<file path="src/hdl/pwmtb_pkg.sv">
// Constants, types and decoders for the motor PWM time base block.
// Assumes one clock domain and APB byte addresses on 32-bit words.
package pwmtb_pkg;
  localparam int TB_W   = 15;
  localparam int DUTY_W = 16;
  localparam int DT_W   = 6;
  localparam int N_DUTY = 4;
  localparam int N_PAIR = 3;
  // Register byte addresses
  localparam logic [7:0] ADDR_CTRL   = 8'h00;
  localparam logic [7:0] ADDR_COUNT  = 8'h04;
  localparam logic [7:0] ADDR_PERIOD = 8'h08;
  localparam logic [7:0] ADDR_DUTY0  = 8'h0C;
  localparam logic [7:0] ADDR_OUTCFG = 8'h1C;
  localparam logic [7:0] ADDR_OUTCTL = 8'h20;
  localparam logic [7:0] ADDR_DTCTL  = 8'h24;
  localparam logic [7:0] ADDR_STATUS = 8'h28;
  // Field positions
  localparam int CTRL_RUN_BIT = 15;
  localparam int CTRL_POS_LSB = 4;
  localparam int CTRL_PRE_LSB = 2;
  localparam int CNT_DIR_BIT  = 15;
  localparam int DTC_PSA_LSB  = 6;
  localparam int DTC_PSB_LSB  = 8;
  // Reset values
  localparam logic [15:0] CTRL_RST  = 16'h0000;
  localparam logic [14:0] PER_RST   = 15'h0000;
  localparam logic [15:0] DUTY_RST  = 16'h0000;
  localparam logic [2:0]  INDEP_RST = 3'h0;
  localparam logic [9:0]  DTC_RST   = 10'h000;
  typedef enum logic [1:0] {MODE_FREE, MODE_ONESHOT, MODE_UPDN, MODE_DBL} pwmtb_mode_e;
  // Terminal count of the time base prescaler
  function automatic logic [5:0] pwmtb_pre_term(input logic [1:0] sel);
    case (sel)
      2'h0:    pwmtb_pre_term = 6'h00;
      2'h1:    pwmtb_pre_term = 6'h03;
      2'h2:    pwmtb_pre_term = 6'h0F;
      default: pwmtb_pre_term = 6'h3F;
    endcase
  endfunction
  // Terminal count of the dead-time prescaler
  function automatic logic [2:0] pwmtb_dt_term(input logic [1:0] sel);
    case (sel)
      2'h0:    pwmtb_dt_term = 3'h0;
      2'h1:    pwmtb_dt_term = 3'h1;
      2'h2:    pwmtb_dt_term = 3'h3;
      default: pwmtb_dt_term = 3'h7;
    endcase
  endfunction
endpackage

</file>
<file path="src/hdl/pwmtb_dt_if.sv">
// Dead-time configuration carried from the register file to each pair.
// Assumes all pairs share one dead-time setting.
`timescale 1ns/10ps
interface pwmtb_dt_if;
  logic [5:0] dt_val;
  logic [1:0] ps_a;
  logic [1:0] ps_b;
  logic       dt_wr;
  modport ctl  (output dt_val, ps_a, ps_b, dt_wr);
  modport unit (input dt_val, ps_a, ps_b, dt_wr);
endinterface

</file>
<file path="src/hdl/pwmtb_duty.sv">
// One duty comparison unit: buffer, active register and compare level.
// Assumes loads come from the time base at cycle boundaries, or every cycle while it is stopped, except with lockout in edge modes.
`timescale 1ns/10ps
module pwmtb_duty
  import pwmtb_pkg::*;
(
  input  wire logic        clk,
  input  wire logic        srst,
  input  wire logic        wr,
  input  wire logic [15:0] wdata,
  input  wire logic        load,
  input  wire logic [15:0] cnt_ext,
  input  wire logic [14:0] period,
  input  wire logic        center,
  output logic      [15:0] buf_val,
  output logic             cmp
);
  logic [15:0] buf_ff;
  logic [15:0] act_ff;
  // Software side buffer
  always_ff @(posedge clk)
  begin
    if (srst) buf_ff <= DUTY_RST;
    else if (wr) buf_ff <= wdata;
  end
  // Active compare value changes only at boundaries or while the time base is stopped, so no glitches
  always_ff @(posedge clk)
  begin
    if (srst) act_ff <= DUTY_RST;
    else if (load) act_ff <= buf_ff;
  end
  assign buf_val = buf_ff;
  // Level compare on half-count scale; full-on case in center mode
  assign cmp = (cnt_ext < act_ff) ||
               (center && act_ff != DUTY_RST && act_ff[15:1] == period);
  AST_DUTY_ZERO: assert property (@(posedge clk) disable iff (srst)
    act_ff == DUTY_RST |-> !cmp) else $error("zero duty drove output active");
  AST_DUTY_LOAD: assert property (@(posedge clk) disable iff (srst)
    load |=> act_ff == $past(buf_ff)) else $error("duty buffer not loaded");
endmodule

</file>
<file path="src/hdl/pwmtb_deadtime.sv">
// Dead-time generator for one output pair, with registered outputs.
// Assumes the compare level is free of glitches from cycle to cycle.
`timescale 1ns/10ps
module pwmtb_deadtime
  import pwmtb_pkg::*;
(
  input  wire logic  clk,
  input  wire logic  srst,
  input  wire logic  cmp,
  input  wire logic  indep,
  pwmtb_dt_if.unit   dtc,
  output logic       hi_out,
  output logic       lo_out
);
  logic       cmp_q_ff;
  logic       rise_ff;
  logic [5:0] cnt_ff;
  logic [2:0] pre_ff;
  logic [2:0] term;
  logic       edge_ev;
  logic       hold;
  logic       hi_ff;
  logic       lo_ff;
  assign edge_ev = cmp ^ cmp_q_ff;
  // Rising edges delay the high side with A, falling delay the low side with B
  assign term = rise_ff ? pwmtb_dt_term(dtc.ps_a) : pwmtb_dt_term(dtc.ps_b);
  assign hold = edge_ev ? (dtc.dt_val != 6'h00)
                        : (cnt_ff > 6'h01 || (cnt_ff == 6'h01 && pre_ff != term));
  // Edge detector and edge direction
  always_ff @(posedge clk)
  begin
    if (srst) cmp_q_ff <= 1'b0;
    else cmp_q_ff <= cmp;
    if (srst) rise_ff <= 1'b0;
    else if (edge_ev) rise_ff <= cmp;
  end
  // Prescaler restarts with each load so every dead time is full length
  always_ff @(posedge clk)
  begin
    if (srst || edge_ev || dtc.dt_wr) pre_ff <= 3'h0;
    else if (cnt_ff != 6'h00) pre_ff <= (pre_ff == term) ? 3'h0 : pre_ff + 3'h1;
  end
  // Down counter
  always_ff @(posedge clk)
  begin
    if (srst) cnt_ff <= 6'h00;
    else if (edge_ev && !indep) cnt_ff <= dtc.dt_val;
    else if (cnt_ff != 6'h00 && pre_ff == term) cnt_ff <= cnt_ff - 6'h01;
  end
  // Outputs: both inactive while counting, independent pairs skip it
  always_ff @(posedge clk)
  begin
    if (srst)
    begin
      hi_ff <= 1'b0;
      lo_ff <= 1'b0;
    end
    else if (indep)
    begin
      hi_ff <= cmp;
      lo_ff <= cmp;
    end
    else
    begin
      hi_ff <= !hold && cmp;
      lo_ff <= !hold && !cmp;
    end
  end
  assign hi_out = hi_ff;
  assign lo_out = lo_ff;
  AST_DT_HOLD: assert property (@(posedge clk) disable iff (srst)
    edge_ev && !indep && dtc.dt_val != 6'h00 |=> !hi_ff && !lo_ff)
    else $error("dead time not inserted after compare edge");
  AST_NO_SHOOT: assert property (@(posedge clk) disable iff (srst)
    !$past(indep) |-> !(hi_ff && lo_ff)) else $error("both pair outputs active");
endmodule

</file>
<file path="src/hdl/pwmtb_top.sv">
// Motor PWM time base, duty comparison and dead-time top level.
// Assumes an APB master on SYS_CLK and gate drivers on the pair outputs.
//
// Implementation choices: register access over APB and the register offsets.
`timescale 1ns/10ps
module pwmtb_top
  import pwmtb_pkg::*;
(
  input  wire logic        SYS_CLK,
  input  wire logic        SRST,
  input  wire logic        PSEL,
  input  wire logic        PENABLE,
  input  wire logic        PWRITE,
  input  wire logic [7:0]  PADDR,
  input  wire logic [31:0] PWDATA,
  output logic      [31:0] PRDATA,
  output logic             PREADY,
  output logic             PSLVERR,
  output logic             TB_EVENT,
  output logic             PAIR_ONE_HIGH_OUT,
  output logic             PAIR_ONE_LOW_OUT,
  output logic             PAIR_TWO_HIGH_OUT,
  output logic             PAIR_TWO_LOW_OUT,
  output logic             PAIR_THREE_HIGH_OUT,
  output logic             PAIR_THREE_LOW_OUT
);
  logic              run_ff;
  logic [1:0]        mode_ff;
  logic [1:0]        pre_sel_ff;
  logic [3:0]        post_sel_ff;
  logic [14:0]       count_ff;
  logic              dir_ff;
  logic [5:0]        pre_cnt_ff;
  logic [3:0]        post_cnt_ff;
  logic [14:0]       per_buf_ff;
  logic [14:0]       per_act_ff;
  logic [2:0]        indep_ff;
  logic              lock_ff;
  logic [9:0]        dtc_ff;
  logic              event_ff;
  logic [31:0]       prdata_ff;
  logic              mapped_ff;
  logic              acc;
  logic              setup;
  logic              wr_ctrl;
  logic              wr_count;
  logic              wr_per;
  logic              wr_outcfg;
  logic              wr_outctl;
  logic              wr_dtc;
  logic [N_DUTY-1:0] wr_duty;
  logic [5:0]        pre_term;
  logic              tick;
  logic              at_per;
  logic              at_zero;
  logic              center;
  logic              wrap;
  logic              turn_dn;
  logic              turn_up;
  logic              raw_ev;
  logic              post_mode;
  logic              dis_load;
  logic              per_load;
  logic              duty_load;
  logic              half;
  logic [15:0]       cnt_ext;
  logic [15:0]       duty_buf [N_DUTY];
  logic [N_DUTY-1:0] cmp;
  logic [N_PAIR-1:0] hi;
  logic [N_PAIR-1:0] lo;
  logic [31:0]       nxt_prdata;
  logic              nxt_mapped;
  pwmtb_dt_if        dt_bus ();

  // Address decode, shared by read and write paths
  function automatic logic is_mapped(input logic [7:0] a);
    is_mapped = (a <= ADDR_STATUS) && (a[1:0] == 2'h0);
  endfunction

  // APB strobes: writes take effect only at the access edge
  assign setup     = PSEL && !PENABLE;
  assign acc       = PSEL && PENABLE && PWRITE && mapped_ff;
  assign wr_ctrl   = acc && PADDR == ADDR_CTRL;
  assign wr_count  = acc && PADDR == ADDR_COUNT;
  assign wr_per    = acc && PADDR == ADDR_PERIOD;
  assign wr_outcfg = acc && PADDR == ADDR_OUTCFG;
  assign wr_outctl = acc && PADDR == ADDR_OUTCTL;
  assign wr_dtc    = acc && PADDR == ADDR_DTCTL;
  generate
    for (genvar d = 0; d < N_DUTY; d++)
    begin : g_wdec
      assign wr_duty[d] = acc && PADDR == ADDR_DUTY0 + 8'(4 * d);
    end
  endgenerate

  // Zero wait states; read data was captured in the setup cycle
  assign PREADY  = 1'b1;
  assign PSLVERR = PSEL && PENABLE && !mapped_ff;
  assign PRDATA  = prdata_ff;

  // Read mux
  always_comb
  begin
    nxt_prdata = 32'h0000_0000;
    nxt_mapped = is_mapped(PADDR);
    case (PADDR)
      ADDR_CTRL:   nxt_prdata[15:0] = {run_ff, 7'h00, post_sel_ff, pre_sel_ff, mode_ff};
      ADDR_COUNT:  nxt_prdata[15:0] = {dir_ff, count_ff};
      ADDR_PERIOD: nxt_prdata[14:0] = per_buf_ff;
      ADDR_OUTCFG: nxt_prdata[2:0]  = indep_ff;
      ADDR_OUTCTL: nxt_prdata[0]    = lock_ff;
      ADDR_DTCTL:  nxt_prdata[9:0]  = dtc_ff;
      ADDR_STATUS: nxt_prdata[14:0] = per_act_ff;
      default:
      begin
        if (PADDR >= ADDR_DUTY0 && PADDR < ADDR_OUTCFG)
          nxt_prdata[15:0] = duty_buf[PADDR[3:2] - 2'h3];
      end
    endcase
  end

  always_ff @(posedge SYS_CLK)
  begin
    if (SRST)
    begin
      prdata_ff <= 32'h0000_0000;
      mapped_ff <= 1'b0;
    end
    else if (setup)
    begin
      prdata_ff <= nxt_prdata;
      mapped_ff <= nxt_mapped;
    end
  end

  // Control register; a software write wins over the one-shot stop
  always_ff @(posedge SYS_CLK)
  begin
    if (SRST)
    begin
      run_ff      <= CTRL_RST[CTRL_RUN_BIT];
      post_sel_ff <= CTRL_RST[CTRL_POS_LSB +: 4];
      pre_sel_ff  <= CTRL_RST[CTRL_PRE_LSB +: 2];
      mode_ff     <= CTRL_RST[1:0];
    end
    else if (wr_ctrl)
    begin
      run_ff      <= PWDATA[CTRL_RUN_BIT];
      post_sel_ff <= PWDATA[CTRL_POS_LSB +: 4];
      pre_sel_ff  <= PWDATA[CTRL_PRE_LSB +: 2];
      mode_ff     <= PWDATA[1:0];
    end
    else if (wrap && mode_ff == MODE_ONESHOT)
      run_ff <= 1'b0;
  end

  // Other software registers
  always_ff @(posedge SYS_CLK)
  begin
    if (SRST)
    begin
      per_buf_ff <= PER_RST;
      indep_ff   <= INDEP_RST;
      lock_ff    <= 1'b0;
      dtc_ff     <= DTC_RST;
    end
    else
    begin
      if (wr_per) per_buf_ff <= PWDATA[14:0];
      if (wr_outcfg) indep_ff <= PWDATA[2:0];
      if (wr_outctl) lock_ff <= PWDATA[0];
      if (wr_dtc) dtc_ff <= PWDATA[9:0];
    end
  end

  // Prescaler; a zero active period freezes the time base
  assign pre_term = pwmtb_pre_term(pre_sel_ff);
  assign tick     = run_ff && pre_cnt_ff == pre_term && per_act_ff != PER_RST;
  always_ff @(posedge SYS_CLK)
  begin
    if (SRST || wr_count || wr_ctrl) pre_cnt_ff <= 6'h00;
    else if (run_ff) pre_cnt_ff <= (pre_cnt_ff == pre_term) ? 6'h00 : pre_cnt_ff + 6'h01;
  end

  // Second half of a prescaled count gives the duty LSB its meaning
  assign half    = pre_term != 6'h00 && pre_cnt_ff > (pre_term >> 1);
  assign cnt_ext = {count_ff, half};

  // Time base events
  assign center  = mode_ff[1];
  assign at_per  = count_ff == per_act_ff;
  assign at_zero = count_ff == 15'h0000;
  assign wrap    = tick && !center && at_per;
  assign turn_dn = tick && center && !dir_ff && at_per;
  assign turn_up = tick && center && dir_ff && at_zero;

  // Counter and direction
  always_ff @(posedge SYS_CLK)
  begin
    if (SRST)
    begin
      count_ff <= 15'h0000;
      dir_ff   <= 1'b0;
    end
    else if (wr_count)
      count_ff <= PWDATA[14:0];
    else if (!center)
    begin
      dir_ff <= 1'b0;
      if (tick) count_ff <= wrap ? 15'h0000 : count_ff + 15'h0001;
    end
    else if (tick)
    begin
      if (turn_dn)
      begin
        dir_ff   <= 1'b1;
        count_ff <= count_ff - 15'h0001;
      end
      else if (turn_up)
      begin
        dir_ff   <= 1'b0;
        count_ff <= count_ff + 15'h0001;
      end
      else if (dir_ff) count_ff <= count_ff - 15'h0001;
      else count_ff <= count_ff + 15'h0001;
    end
  end

  // Event source per mode; only free-running and up/down are postscaled
  always_comb
  begin
    raw_ev    = 1'b0;
    post_mode = 1'b0;
    case (mode_ff)
      MODE_FREE:
      begin
        raw_ev    = wrap;
        post_mode = 1'b1;
      end
      MODE_ONESHOT: raw_ev = wrap;
      MODE_UPDN:
      begin
        raw_ev    = turn_up;
        post_mode = 1'b1;
      end
      MODE_DBL: raw_ev = turn_up || turn_dn;
      default:  raw_ev = 1'b0;
    endcase
  end

  // Postscaler counts events and lets every (select+1)th one through
  always_ff @(posedge SYS_CLK)
  begin
    if (SRST || wr_count || wr_ctrl) post_cnt_ff <= 4'h0;
    else if (raw_ev && post_mode)
      post_cnt_ff <= (post_cnt_ff == post_sel_ff) ? 4'h0 : post_cnt_ff + 4'h1;
  end

  always_ff @(posedge SYS_CLK)
  begin
    if (SRST) event_ff <= 1'b0;
    else event_ff <= raw_ev && (!post_mode || post_cnt_ff == post_sel_ff);
  end
  assign TB_EVENT = event_ff;

  // Buffer loads; lockout holds all boundary loads
  assign dis_load  = !run_ff && (!lock_ff || center);
  assign per_load  = (!lock_ff && (wrap || turn_up)) || dis_load;
  assign duty_load = (!lock_ff && (wrap || turn_up ||
                     (mode_ff == MODE_DBL && turn_dn))) || dis_load;

  // Active period; a period of one in double-update mode is left to software
  always_ff @(posedge SYS_CLK)
  begin
    if (SRST) per_act_ff <= PER_RST;
    else if (per_load) per_act_ff <= per_buf_ff;
  end

  // Duty units, one per duty register
  generate
    for (genvar d = 0; d < N_DUTY; d++)
    begin : g_duty
      pwmtb_duty u_duty (
        .clk     (SYS_CLK),
        .srst    (SRST),
        .wr      (wr_duty[d]),
        .wdata   (PWDATA[15:0]),
        .load    (duty_load),
        .cnt_ext (cnt_ext),
        .period  (per_act_ff),
        .center  (center),
        .buf_val (duty_buf[d]),
        .cmp     (cmp[d])
      );
    end
  endgenerate

  // Dead-time settings fan out to every pair
  assign dt_bus.dt_val = dtc_ff[DT_W-1:0];
  assign dt_bus.ps_a   = dtc_ff[DTC_PSA_LSB +: 2];
  assign dt_bus.ps_b   = dtc_ff[DTC_PSB_LSB +: 2];
  assign dt_bus.dt_wr  = wr_dtc;

  // Units one to three feed pairs one to three
  generate
    for (genvar p = 0; p < N_PAIR; p++)
    begin : g_pair
      pwmtb_deadtime u_dt (
        .clk    (SYS_CLK),
        .srst   (SRST),
        .cmp    (cmp[p]),
        .indep  (indep_ff[p]),
        .dtc    (dt_bus.unit),
        .hi_out (hi[p]),
        .lo_out (lo[p])
      );
    end
  endgenerate

  assign PAIR_ONE_HIGH_OUT   = hi[0];
  assign PAIR_ONE_LOW_OUT    = lo[0];
  assign PAIR_TWO_HIGH_OUT   = hi[1];
  assign PAIR_TWO_LOW_OUT    = lo[1];
  assign PAIR_THREE_HIGH_OUT = hi[2];
  assign PAIR_THREE_LOW_OUT  = lo[2];

  // Checks on the time base
  AST_EDGE_WRAP: assert property (@(posedge SYS_CLK) disable iff (SRST)
    wrap && !wr_count |=> count_ff == 15'h0000)
    else $error("edge mode did not wrap to zero");
  AST_TURN_DOWN: assert property (@(posedge SYS_CLK) disable iff (SRST)
    turn_dn && !wr_count |=> dir_ff && count_ff == $past(count_ff) - 15'h0001)
    else $error("up/down count did not reverse after period match");
  AST_TURN_UP: assert property (@(posedge SYS_CLK) disable iff (SRST)
    turn_up && !wr_count |=> !dir_ff && count_ff == 15'h0001)
    else $error("direction flag wrong after zero turn");
  AST_ONESHOT_STOP: assert property (@(posedge SYS_CLK) disable iff (SRST)
    wrap && mode_ff == MODE_ONESHOT && !wr_ctrl |=> !run_ff)
    else $error("single-shot did not clear run bit");
  AST_DBL_EVENT: assert property (@(posedge SYS_CLK) disable iff (SRST)
    mode_ff == MODE_DBL && (turn_up || turn_dn) |=> TB_EVENT)
    else $error("double-update event missing");
  AST_UPDN_NO_DN_EV: assert property (@(posedge SYS_CLK) disable iff (SRST)
    mode_ff == MODE_UPDN && !turn_up |=> !TB_EVENT)
    else $error("up/down event outside zero turn");
  AST_PRE_CLEAR: assert property (@(posedge SYS_CLK) disable iff (SRST)
    wr_ctrl && !tick |=> pre_cnt_ff == 6'h00 && count_ff == $past(count_ff))
    else $error("control write did not clear prescaler or moved count");
  AST_POST_DIV: assert property (@(posedge SYS_CLK) disable iff (SRST)
    wr_count |=> post_cnt_ff == 4'h0)
    else $error("count write did not clear postscaler");
  // A control or count write restarts the prescaler, so only windows free of those writes are judged
  AST_TICK_RATE: assert property (@(posedge SYS_CLK) disable iff (SRST)
    tick && pre_sel_ff == 2'h1 && !wr_ctrl && !wr_count ##1
    !wr_ctrl && !wr_count ##1 !wr_ctrl && !wr_count |-> !tick && !$past(tick) ##1 !tick)
    else $error("prescale by four ticked early");
  AST_PER_DIS: assert property (@(posedge SYS_CLK) disable iff (SRST)
    !run_ff && center |=> per_act_ff == $past(per_buf_ff))
    else $error("period buffer not loaded while disabled");
  AST_DBL_LOAD: assert property (@(posedge SYS_CLK) disable iff (SRST)
    mode_ff == MODE_DBL && turn_dn && !lock_ff |-> duty_load)
    else $error("double-update duty load missing at period match");
  CVR_TURN_DN: cover property (@(posedge SYS_CLK) disable iff (SRST) turn_dn);
  CVR_WRAP: cover property (@(posedge SYS_CLK) disable iff (SRST) wrap ##1 TB_EVENT);
  CVR_PAIR: cover property (@(posedge SYS_CLK) disable iff (SRST)
    PAIR_ONE_HIGH_OUT ##[1:100] PAIR_ONE_LOW_OUT);
endmodule

</file>
<file path="config.mk">
export PLATFORM = sky130hd
export DESIGN_NAME = pwmtb_top
export DESIGN_NICKNAME = d
export VERILOG_FILES = /design/src/hdl/pwmtb_pkg.sv /design/src/hdl/pwmtb_dt_if.sv /design/src/hdl/pwmtb_duty.sv /design/src/hdl/pwmtb_deadtime.sv /design/src/hdl/pwmtb_top.sv
export SDC_FILE = /design/constraint.sdc
export NUM_CORES = 1
export LEC_CHECK = 0
export BUFFER_PORTS_ARGS = -buffer_cell sky130_fd_sc_hd__buf_4
export CAP_MARGIN = 30
export CORE_MARGIN = 4
export CORE_UTILIZATION = 42
export DETAILED_ROUTE_END_ITERATION = 7
export PLACE_DENSITY_LB_ADDON = 0.25
export SLEW_MARGIN = 20
export SYNTH_ARGS = -nofsm -noshare
export SYNTH_HDL_FRONTEND = slang
export SYNTH_HIERARCHICAL = 1
export SYNTH_SLANG_ARGS = --single-unit
export TNS_END_PERCENT = 50
</file>
<file path="constraint.sdc">
create_clock -name SYS_CLK -period 7.85 [get_ports SYS_CLK]
set_input_delay 0.3925 -clock SYS_CLK [delete_from_list [all_inputs] [get_ports SYS_CLK]]
set_output_delay 0.3925 -clock SYS_CLK [all_outputs]
set_load 0.05 [all_outputs]
</file>
Word-level counts from Yosys, hierarchy flattened
Index checks and enable logic that the tools add are counted.
Storage, ports and cells
  memories: 0
  ROM bits: 0
  bits in latches: 0
  memory bits (writable): 0
  flip-flop bits (word level): 248
  input port bits: 45
  output and inout port bits: 41
Operators by class
  equal/unequal tests: 36
  bitwise operators: 5
  add/subtract/negate cells: 11
  multiply operators: 0
  muxes and demuxes: 51
  shifts and indexed selects: 0
  div/mod/pow operators: 0
  order comparisons: 11
  reductions and logical operators: 119
Operator list (number)
  two-way mux 15 bit: 8
  == test 15 bit: 4
  logical AND 1 bit: 55
  less-than comparator 16 bit: 3
  two-way mux 16 bit: 3
  nonzero test 16 bit: 3
  two-way mux 6 bit: 7
  case mux 7 bit (6 select lines): 1
  binary-select mux 16 bit (select 2 bit): 1
  == test 8 x 5 -> 1 bit (second input constant): 4
  nonzero test 6 bit: 5
  == test 8 x 6 -> 1 bit (second input constant): 3
  logical OR 1 bit: 21
  case mux 5 bit (4 select lines): 1
  == test 6 x 1 -> 1 bit (second input constant): 3
  greater-than comparator 6 x 1 -> 1 bit (second input constant): 3
  two-way mux 3 bit: 6
  case mux 3 bit (3 select lines): 2
  case mux 6 bit (3 select lines): 1
  subtractor 6 x 1 -> 6 bit (second input constant): 3
  == test 8 x 4 -> 1 bit (second input constant): 2
  zero test 1 bit: 16
  two-way mux 1 bit: 16
  adder 15 x 1 -> 15 bit (second input constant): 1
  other kinds (35): 61

Longest topological paths before layout
Gate-level depths: netlist of run 1.
  depth in word-level cells: 13
  mapped depth: 20
  gate-level depth less buffers: 19

Hierarchy
The synthesis of run 1 kept the hierarchy.
Modules (own cells, without submodules)
  pwmtb_duty: cells each 182, instances 4, sequential area each 640.6 µm², area an instance 1702.9 µm²
  pwmtb_top: cells each 755, instances 1, sequential area each 1941.9 µm², area an instance 5990.7 µm²
  pwmtb_deadtime: cells each 93, instances 3, sequential area each 260.2 µm², area an instance 839.6 µm²

Worst setup path before layout of run 1
No wires, ideal clock.
  kind: reg2reg
  start point: register pre_sel_ff[1]
  end point: register g_pair[0].u_dt.cnt_ff[4]
  setup time: 122 ps
  data required time: 7728 ps
  arrival: 3234 ps
  stages on the path, launching flop included: 21
  slack: 4494 ps
  path buffers: 1
  period minus slack after synthesis: 3356 ps
  cell sequence: dfxtp_1 > inv_1 > ha_1 > nor2b_1 > o21a_1 > o21ai_0 > nand2b_1 > a21oi_1 > a31oi_1 > o21a_1 > nand2b_1 > a2111oi_2 > nor3_1 > o221ai_2 > a21o_1 > xnor2_1 > or2_2 > buf_6 > nor2_1 > nor3_1 > o311a_1
On the way
  longest elaborated chain between the ends: 9
RTL lines
  start: declaration: RTL line pwmtb_top.sv:29  | logic [1:0] pre_sel_ff;
  start signal: assignment: RTL line pwmtb_top.sv:143  | pre_sel_ff <= CTRL_RST[CTRL_PRE_LSB +: 2];
  start signal: assignment: RTL line pwmtb_top.sv:150  | pre_sel_ff <= PWDATA[CTRL_PRE_LSB +: 2];
  == test 2 bit, or another cell as far along: RTL line pwmtb_pkg.sv:34  | case (sel)
  case mux 6 bit (3 select lines) (*): RTL line pwmtb_pkg.sv:34
  greater-than comparator 6 x 5 -> 1 bit or nonzero test 6 bit (tied branches): RTL line pwmtb_top.sv:186  | assign half = pre_term != 6'h00 && pre_cnt_ff > (pre_term >> 1);
  logical AND 1 bit (*): RTL line pwmtb_top.sv:186
  net half: RTL line pwmtb_top.sv:65  | logic half;
  less-than comparator 16 bit (*): RTL line pwmtb_duty.sv:34  | assign cmp = (cnt_ext < act_ff) ||
  logical OR 1 bit (*): RTL line pwmtb_duty.sv:34
  net cmp[0]: RTL line pwmtb_top.sv:68  | logic [N_DUTY-1:0] cmp;
  bitwise XOR 1 bit (*): RTL line pwmtb_deadtime.sv:24  | assign edge_ev = cmp ^ cmp_q_ff;
  logical AND 1 bit (*): RTL line pwmtb_deadtime.sv:47  | else if (edge_ev && !indep) cnt_ff <= dtc.dt_val;
  two-way mux 6 bit or nonzero test 2 bit (tied branches)
  end signal: assignment: RTL line pwmtb_deadtime.sv:47
  end signal: assignment: RTL line pwmtb_deadtime.sv:48  | else if (cnt_ff != 6'h00 && pre_ff == term) cnt_ff <= cnt_ff - 6'h01;
  end: declaration: RTL line pwmtb_deadtime.sv:17  | logic [5:0] cnt_ff;
The timed path passes the listed nets; every way through them passes the cells marked *.
A chain may end at the register's enable or synchronous reset.

Final worst setup path of run 1
  start point: register pre_sel_ff[1]
  end point: register g_pair[2].u_dt.cnt_ff[4]
On the way
  longest elaborated chain between the ends: 9
RTL lines (RTL line)
  == test 2 bit, or another cell as far along: pwmtb_pkg.sv:34
  case mux 6 bit (3 select lines) (*): pwmtb_pkg.sv:34
  greater-than comparator 6 x 5 -> 1 bit or nonzero test 6 bit (tied branches): pwmtb_top.sv:186
  logical AND 1 bit (*): pwmtb_top.sv:186
  net half: pwmtb_top.sv:65
  less-than comparator 16 bit (*): pwmtb_duty.sv:34
  logical OR 1 bit (*): pwmtb_duty.sv:34
  net cmp[2]: pwmtb_top.sv:68
  bitwise XOR 1 bit (*): pwmtb_deadtime.sv:24
  logical AND 1 bit (*): pwmtb_deadtime.sv:47
  two-way mux 6 bit or nonzero test 2 bit (tied branches)
  end signal: assignment: pwmtb_deadtime.sv:47
  end signal: assignment: pwmtb_deadtime.sv:48
  end: declaration: pwmtb_deadtime.sv:17
Marks and branches as above.

==> qor.yml, run 1 <==
sta:
  final_max_slew_viol_count: 0
  clock.fmax_ghz: 0.235
  hold_violations: 0
  fin_crit_sh_pct: 54.2
  setup_viol: 0
  rsz0062_at_grt: "false"
  finalClockSkew_ps: 17.8
  max_slew_margin_pct: 39.4
  layout_setup_ws_ps: 3600
  worstMarginPinSlew_ps: 909
  period_needed_ps: 4250
  setup_tns_ps: 0
place:
  pre_cts_ws_ps: 3730
  port_buffers: 52
  dp_hpwl_mm: 30.1
  place_congestion: 0.937
grt:
  grt_pass1_wl_mm: 65.9
  overflow: 0
  grt_pass1_vias: 11600
  antenna_found_initial: 0
  grt_start_max_net_pins: 85
  grt_util_all_layers_pct: 22.6
cts:
  clockRootBuffer: "clkbuf_16"
  cts.sinks: 248
  cts.reportedPaths.clkPinSlew_ps: 60
  cts_setup_buffers: 0
  cts_tree: "built"
  cts_max_path_buffers: 3
  clk_latency_ps: 550
  cts_buffers: 29
  cts.repair.resized: 0
  cts_hold_buf: 0
  htreeDepth: 1
cells_and_area:
  regArea_um2: 4960
  area_growth_pct: 11.8
  n_fill_cell: 3257
  drive_gt1_share_pct: 11.5
  num-nets-final: 1763
  utilization_pct: 47.4
  multi_input_area_um2: 8530
  n_antenna_cell: 0
  final_cell_mix: "dfxtp_1, nor2_1, mux2i_1, nand2_1, a21oi_1"
power_and_ir_drop:
  pwr-share-comb_pct: 21.7
  p_leak_nw: 6.31
  power_mw: 3.51
  power.density_nw_per_um2: 221
  sequentialPowerShare_pct: 40.1
  swShare_pct: 30.9
  vdd_drop_max_uv: 161
  p_switching_mw: 1.08
  internal_power_mw: 2.42
  clkPwrFrac_pct: 38.2
drt:
  drcViolationCount: 0
  drt_first_iter_violations: 1096
  drt_wl_total_mm: 42.9
  ant_nets: 0
  viasPerCell: 5.78
  wl_per_cell_um: 20.3
  vias: 12200
  drt_pass1_iterations: 7
worst_setup_path:
  startpoint_type: "register"
  cp.required_ps: 8350
  critPathMaxFanout: 11
  critPathArrivalTime_ps: 4750
  worstSetupEndpointType: "register"
  critPathKind: "reg2reg"
synth:
  synth_area_um2: 14200
  synthCells: 1633
  synth.avg_cell_area_um2: 8.68
  synth_warnings: 6
floorplan:
  die_area_um2: 36800
  die_x_um: 192
  die_y_um: 192
  fp.coreArea_um2: 33400
  io_pins: 86
  start_util_pct: 42.4
  rows: 67
hold_path:
  hp-class: "in2reg"
status:
  status: "complete, no violations"
flow_run:
  drv_cap: 0
path summary, 6_finish.rpt:
| path | start | to | slack [ps] | cells after the start |
|---|---|---|---|---|
| max | pre_sel_ff[1] | g_pair[2].u_dt/cnt_ff[4] | 3600 | 19 |
| min | PWDATA[14] | per_buf_ff[14] | 150 | 3 |
| max reg2reg | pre_sel_ff[1] | g_pair[2].u_dt/cnt_ff[4] | 3600 | 19 |
| min reg2reg | per_buf_ff[6] | per_buf_ff[6] | 470 | 2 |
power groups by stage:
stage / Clock (mW) / Combinational, mW / Sequential, mW
final: 1.34 / 0.762 / 1.41
after detailed placement: 0 / 0.755 / 1.43
after floorplan: 0 / 0.562 / 1.45
after CTS: 1.36 / 0.757 / 1.40
after global placement: 0 / 0.738 / 1.43
after global routing: 1.42 / 0.844 / 1.42
sequential cells by signal (all words and copies together) (netlist names), 2 cells and up:
name / flops
g_duty.u_duty/act_ff: 48
post_cnt_ff: 4
PRDATA: 16
mode_ff: 2
post_sel_ff: 4
per_act_ff: 15
count_ff: 15
g_pair.u_dt/pre_ff: 9
dtc_ff: 10
g_pair.u_dt/cnt_ff: 18
pre_sel_ff: 2
g_pair.u_dt/hi_out: 3
g_pair.u_dt/rise_ff: 3
per_buf_ff: 15
indep_ff: 3
g_pair.u_dt/cmp_q_ff: 3
g_pair.u_dt/lo_out: 3
pre_cnt_ff: 6
g_duty.u_duty/buf_val: 64
per-layer routing:
| layer | track usage (%) | wire length (um) |
|---|---|---|
| met5 | 0 | 0 |
| met4 | 6.55 | 1200 |
| met3 | 4.22 | 3310 |
| met2 | 35.3 | 18900 |
| met1 | 31.9 | 19600 |
critical path, cell delays in order, from the launching register on:
cell       delay (ps)
dfxtp_1           490
inv_1             120
ha_1              300
nor2b_1           130
o21a_1            160
o21ai_0           140
nand2b_1           70
a21oi_1           150
a31oi_1            60
o21a_1            290
nand2b_1          210
a2111oi_2         380
nor3_1            140
o221ai_2          170
a21o_1            320
xnor2_1           180
or2_2             420
and4_1            230
nand3_1            80
o311a_1           160
cell type report:
cell class / instances / share of cell area, %
multi-input combinational: 1225 / 53.8
sequential: 248 / 31.3
clock buffer: 41 / 5.24
timing repair buffer: 75 / 3.67
tap: 448 / 3.54
inverter: 71 / 1.68
clock inverter: 11 / 0.750
metrics by stage:
stage	area (um^2)	cells	hold WS, ps
floorplan	14200	1648	448
global placement	14900	2063	458
detailed placement	14900	2065	464
CTS	15800	2117	130
global route	15900	2119	157
finish	15900	2119	147
Note: power is estimated with default switching activity, not from simulation.
==> run 2, diff against run 1 <==
Settings changed: ABC_AREA from default to 1.
Clock period 7.85 ns to 4.3 ns, I/O delays scaled along.
==> run 2 against run 1 <==
  * Critical endpoint is now g_pair[2].u_dt/cnt_ff[3]
  * Non-clock buffer count up 27
  * Critical path depth up 8
  * Clock power up 78%
  * Largest power group unchanged
  * Clock-buffer cell count up 1
  * Routed wire length up 20%
  * Final area up 6.0%
  * Largest cell class unchanged
  * Utilization up 0.89 points
  * Final cell count up 30%
  * Sequential power up 76%
  * Hold slack worse by 140 ps
==> qor.yml, run 2 <==
power_and_ir_drop:
  vdd_drop_max_uv: 364  # +130%
  p_leak_nw: 7.03  # +11%
  power_mw: 6.11  # +74%
  power.density_nw_per_um2: 364  # +64%
synth:
  synth_area_um2: 15000  # +5.5%
  synthCells: 2232  # +37%
  synth_warnings: 6  # unchanged
  synth.avg_cell_area_um2: 6.70  # -23%
grt:
  grt_pass1_wl_mm: 79.1  # +20%
  antenna_found_initial: 0  # unchanged
  overflow: 0  # unchanged
  grt_start_max_net_pins: 62  # -27%
  grt_util_all_layers_pct: 25.6  # +3.0 points
  grt_pass1_vias: 14200  # +23%
flow_run:
  drv_cap: 0  # unchanged
drt:
  dr_wl_met3_mm: 4.14  # +25%
  vias: 15100  # +24%
  viasPerCell: 5.50  # -4.8%
  wl_met1_mm: 21.4  # +9.6%
  drcViolationCount: 0  # unchanged
  drt_first_iter_violations: 1481  # +35%
  drt_wl_total_mm: 51.3  # +20%
  drt_pass1_iterations: 6  # -1
  highest_layer: "met4"
  dr_wl_met2_mm: 23.2  # +23%
  ant_nets: 0  # unchanged
  wl_per_cell_um: 18.6  # -8.0%
sta:
  setup_viol: 0  # unchanged
  finalClockSkew_ps: 14.1  # -3.79 ps
  final_max_slew_viol_count: 0  # unchanged
  max_slew_margin_pct: 42.4  # +3.0 points
  period_needed_ps: 3610  # -638 ps
  fin_crit_sh_pct: 84.1  # +30 points
  whs_ps: 11.5  # -136 ps
  rsz0062_at_grt: "false"
  setup_tns_ps: 0  # unchanged
  worstMarginPinSlew_ps: 861  # -47.7 ps
  hold_violations: 0  # unchanged
  clock.fmax_ghz: 0.277  # +18%
place:
  dp_hpwl_mm: 37.8  # +26%
  port_buffers: 52  # unchanged
  place_congestion: 0.968  # +3.3%
  placed_area_um2: 15700  # +5.6%
  dp_cells: 2688  # +30%
cells_and_area:
  n_antenna_cell: 0  # unchanged
  regArea_um2: 4960  # unchanged
  layout_commonest_cell: "nand2_1"
  final_cell_mix: "nand2_1, nor2_1, dfxtp_1, inv_1, a21oi_1"
  final_cells: 2754  # +30%
  drive_gt1_share_pct: 10.9  # -0.62 points
  num-nets-final: 2394  # +36%
  area_growth_pct: 12.3
  postLayoutCellArea_um2: 16800  # +6.0%
  multi_input_area_um2: 8550  # +0.26%
  largest_reg_flops: 64  # unchanged
  n_fill_cell: 3551  # +9.0%
worst_setup_path:
  cp.required_ps: 4750  # -3600 ps
  r2r-start: "pre_sel_ff[1]"
  rr_worst_depth: 27  # +8
  r2r_slack_ps: 690  # -2910 ps
  worstSetupEndpointType: "register"
  critPathLaunch: "pre_sel_ff[1]"
  critPathArrivalTime_ps: 4060  # -690 ps
  crit_path_end: "g_pair[2].u_dt/cnt_ff[3]"
  critPathKind: "reg2reg"
  startpoint_type: "register"
  critPathMaxFanout: 10  # -1
  timing.rr.end: "g_pair[2].u_dt/cnt_ff[3]"
cts:
  cts_buffers: 28  # -3.4%
  htreeDepth: 1  # unchanged
  clk_latency_ps: 560  # about the same
  cts.reportedPaths.clkPinSlew_ps: 60  # about the same
  clockRootBuffer: "clkbuf_16"
  cts.sinks: 248  # unchanged
  cts_setup_buffers: 0  # unchanged
  cts_tree: "built"
  cts_max_path_buffers: 3  # unchanged
floorplan:
  fp.coreArea_um2: 34800  # +4.0%
  die_area_um2: 38700  # +5.3%
  start_util_pct: 43.0  # +0.60 points
  io_pins: 86  # unchanged
  rows: 68  # +1.5%
  die_x_um: 197  # +2.6%
  die_y_um: 197  # +2.6%
hold_path:
  hp-class: "in2reg"
status:
  status: "complete, no violations"
==> run 2: final cells by class <==
| cell class | instances | share of cell area, % |
|---|---|---|
| multi-input cells | 1641 | 50.9 |
| repair buffers | 102 | 4.93 |
| inverters | 260 | 5.90 |
| clock buffers | 42 | 4.85 |
| clock inverters | 6 | 0.499 |
| well taps | 455 | 3.39 |
| flip-flops and latches | 248 | 29.5 |
==> run 2: worst max-delay path, cell delays in order (launching register included) <==
cell and delay, ps:
dfxtp_1 410, inv_2 110, ha_1 300, inv_1 50
o21bai_1 120, a21oi_1 80, o21ai_0 160, o21ai_0 110
a21oi_1 410, inv_1 80, nand2_1 70, nand2_1 50
nand2_1 50, nand2_1 50, nand2_1 60, nand2_1 50
nand2_1 150, nand2_1 70, nand2_1 60, nand2_1 180
nand2_1 110, nand2_1 120, nor2_4 270, inv_6 90
nor2_1 90, a31oi_1 50, nor2_1 100, nor2_1 50
==> run 2: metal layers <==
layer / track usage, % / vias up
met5: 0 / -
met4: 11.4 / 0
met3: 3.32 / 143
met2: 41.4 / 638
met1: 34.4 / 6992
li1: - / 7367
==> run 2: how the worst min path moves through the flow <==
stage | slack, ps | endpoint | cells past startpoint | from
after global routing | 20 | mapped_ff | 4 | PADDR[1]
after global placement | 450 | g_duty[3].u_duty/buf_val[4] | 2 | g_duty[3].u_duty/buf_val[4]
after floorplan | 280 | g_pair[0].u_dt/cnt_ff[2] | 1 | SRST
after detailed placement | 450 | g_duty[3].u_duty/buf_val[13] | 2 | g_duty[3].u_duty/buf_val[13]
after CTS | 2 | mapped_ff | 4 | PADDR[1]
final | 10 | mapped_ff | 4 | PADDR[1]
==> run 2: stage by stage <==
step                      worst slack, ps  util [%]
after floorplan                      1570         -
after global placement                786      45.1
after detailed placement              702      45.1
after CTS                             689      48.2
after global routing                  384      48.3
final                                 685      48.3
==> run 2: report_power, final <==
group | leakage (nW) | internal (mW) | switching [mW]
Combinational | 4.59 | 0.422 | 0.816
Clock | 0.441 | 1.42 | 0.975
Sequential | 2.00 | 2.40 | 0.0852
Total | 7.03 | 4.24 | 1.88
==> run 2: repair_timing <==
item,4_1_cts,5_1_grt
hold buffers,17,0
gates resized for setup,0,0
hold endpoints to repair,53,0
==> run 3, diff against run 2 <==
Clock period 4.3 ns to 3.2 ns, I/O delays scaled along.
==> run 3 against run 2 <==
  * Utilization grew 1.4 points
  * Critical path depth is 1 higher
  * Largest cell class unchanged
  * Critical endpoint is now g_pair[2].u_dt/cnt_ff[5]
  * Combinational power grew 43%
  * Largest power group unchanged
  * Clock power is 32% higher
  * Via count rose by 0.59%
  * Non-clock buffer count rose by 38
  * Critical path type unchanged
  * Clock skew up 1.7 ps
==> qor.yml, run 3 (synthesis gave the netlist of run 2 again) <==
drt:
  drt_wl_total_mm: 51.4  # +0.26%
  wl_per_cell_um: 18.4  # -1.3%
  drt_pass1_iterations: 5  # -1
  vias: 15200  # +0.59%
  drt_first_iter_violations: 1497  # +1.1%
  viasPerCell: 5.45  # -0.95%
  drcViolationCount: 0  # unchanged
  ant_nets: 0  # unchanged
sta:
  hold_violations: 0  # unchanged
  final_max_slew_viol_count: 0  # unchanged
  rsz0062_at_grt: "true"
  finalClockSkew_ps: 15.8  # +1.73 ps
  setup_viol: 0  # unchanged
  max_slew_margin_pct: 40.7  # -1.7 points
  clock.fmax_ghz: 0.334  # +21%
  worstMarginPinSlew_ps: 884  # +23.5 ps
  fin_crit_sh_pct: 93.6  # +9.6 points
  period_needed_ps: 3000  # -619 ps
cts:
  cts.reportedPaths.clkPinSlew_ps: 70  # about the same
  cts_buffers: 27  # -3.6%
  cts.sinks: 248  # unchanged
  htreeDepth: 1  # unchanged
  clk_latency_ps: 550  # about the same
  clockRootBuffer: "clkbuf_16"
  cts_max_path_buffers: 3  # unchanged
  cts_tree: "built"
cells_and_area:
  layout_commonest_cell: "nand2_1"
  area_growth_pct: 15.6
  num-nets-final: 2435  # +1.7%
  largest_reg_flops: 64  # unchanged
  final_cell_mix: "nand2_1, nor2_1, dfxtp_1, inv_1, a21oi_1"
  final_cells: 2797  # +1.6%
  n_fill_cell: 3516  # -0.99%
  utilization_pct: 49.7  # +1.4 points
  drive_gt1_share_pct: 14.2  # +3.3 points
  n_antenna_cell: 0  # unchanged
worst_setup_path:
  timing.rr.end: "g_pair[2].u_dt/cnt_ff[5]"
  critPathKind: "reg2reg"
  rr_worst_depth: 28  # +3.7%
  startpoint_type: "register"
  crit_top_cell: "nand2_1"
  critPathLaunch: "pre_sel_ff[1]"
  crit_path_top_delay_cell: "dfxtp_4"
  worstSetupEndpointType: "register"
  r2r_slack_ps: 200  # -480 ps
  r2r-start: "pre_sel_ff[1]"
  cp.required_ps: 3590  # -1160 ps
  critPathMaxStageDelay_ps: 390  # -20 ps
  critPathMaxFanout: 9  # -1
  critPathArrivalTime_ps: 3390  # -670 ps
floorplan:
  die_x_um: 197  # unchanged
  io_pins: 86  # unchanged
  start_util_pct: 43.0  # unchanged
  die_area_um2: 38700  # unchanged
  rows: 68  # unchanged
  die_y_um: 197  # unchanged
  fp.coreArea_um2: 34800  # unchanged
power_and_ir_drop:
  swShare_pct: 31.8  # +1.1 points
  pwr-share-comb_pct: 21.4  # +1.1 points
  p_leak_nw: 7.23  # +2.8%
  vdd_drop_max_uv: 503  # +38%
  power.density_nw_per_um2: 477  # +31%
  sequentialPowerShare_pct: 40.4  # -0.2 points
  clkPwrFrac_pct: 38.2  # -0.9 points
  p_switching_mw: 2.62  # +40%
  internal_power_mw: 5.63  # +33%
hold_path:
  timing.hold.worst_endpoint: "mapped_ff"
  min_path_cells: 4  # unchanged
  hp-class: "in2reg"
  min_from: "PADDR[3]"
grt:
  grt_pass1_vias: 14300  # +0.77%
  grt_pass1_wl_mm: 80.1  # +1.3%
  grt_util_all_layers_pct: 25.7  # +0.091 points
  overflow: 0  # unchanged
  antenna_found_initial: 1  # +1
  grt_start_max_net_pins: 151  # +140%
place:
  place_congestion: 0.981  # +1.4%
  dp_cells: 2719  # +1.2%
  port_buffers: 52  # unchanged
  dp_hpwl_mm: 38.0  # +0.56%
status:
  status: "complete, no violations"
flow_run:
  drv_cap: 0  # unchanged
## run 3: cell count changes in the layout (fill, tap and decap cells not counted), moves of 4 or more
| cell | before | now |
|---|---|---|
| buf_4 | 84 | 117 |
| o21ai_0 | 115 | 110 |
| clkinv_4 | 1 | 5 |
| nand2_2 | 18 | 28 |
| nand2_1 | 526 | 512 |
| nor2_1 | 283 | 277 |
| clkbuf_1 | 9 | 3 |
| nor2_2 | 10 | 17 |
| o21ai_1 | 21 | 25 |
| clkinvlp_4 | 0 | 8 |
## run 3: how the worst max path moves through the flow
stage	to	slack, ps	depth (start not counted)
after floorplan	g_duty[0].u_duty/act_ff[10]	470	15
after global placement	g_pair[1].u_dt/cnt_ff[3]	70	28
after detailed placement	g_pair[2].u_dt/cnt_ff[5]	-3	28
after CTS	g_pair[2].u_dt/pre_ff[0]	30	28
after global routing	g_pair[0].u_dt/cnt_ff[3]	-60	28
final	g_pair[2].u_dt/cnt_ff[5]	200	28
## run 3: layout make-up
type                       instances  area (um^2)  area share (%)
clock buffer                      33          728            4.21
clock inverter                    16          165           0.955
inverter                         260          998            5.77
multi-input combinational       1643         8720            50.4
sequential                       248         4970            28.7
tap                              455          569            3.29
timing repair buffer             140         1140            6.60
timing repair inverter             2         10.0          0.0579
## run 3: routing by layer
metal / part of all wire [%] / track usage, % / up-vias
met3: 6.7 / 3.47 / 151
met5: 0.025 / 0 / -
met1: 43 / 34.1 / 7070
li1: - / - / 7460
met4: 4.9 / 11.4 / 2
met2: 46 / 41.9 / 547
## run 3: per-stage QoR
stage               worst slack [ps]  total power, mW  hold slack (ps)  setup TNS, ps  cell area [um^2]
floorplan                        475             4.64              229              0             15000
global placement                70.9             5.00              446              0             16000
detailed placement             -2.73             5.04              450          -2.73             16000
CTS                             25.4             8.20             65.9              0             17100
global route                   -63.9             8.66              123           -377             17300
finish                           204             8.26             93.7              0             17300
## run 3: power by group through the flow
stage	clock, mW	sequential, mW	combinational, mW
after floorplan	0	3.46	1.18
after detailed placement	0	3.40	1.64
final	3.16	3.34	1.77
after global placement	0	3.40	1.60
after global routing	3.33	3.35	1.98
after CTS	3.21	3.33	1.66
## run 3: worst max-delay path, delay by kind of cell, from the launching register on
family | cells | cell delay (ps)
AND/OR/NAND/NOR | 16 | 1230
AO/OA/AOI/OAI | 6 | 590
flip-flops | 1 | 390
buffers and inverters | 5 | 370
adder cells (fa/ha/maj) | 1 | 260
## run 3: what timing repair did
| action | 4_1_cts | 5_1_grt |
|---|---|---|
| gates cloned | 1 | 3 |
| hold endpoints to repair | 76 | 0 |
| endpoints found under the setup margin | 4 | 33 |
| pin swaps | 1 | 24 |
| resized for setup | 1 | 52 |
| hold buffers | 18 | 0 |
| buffers inserted | 0 | 7 |
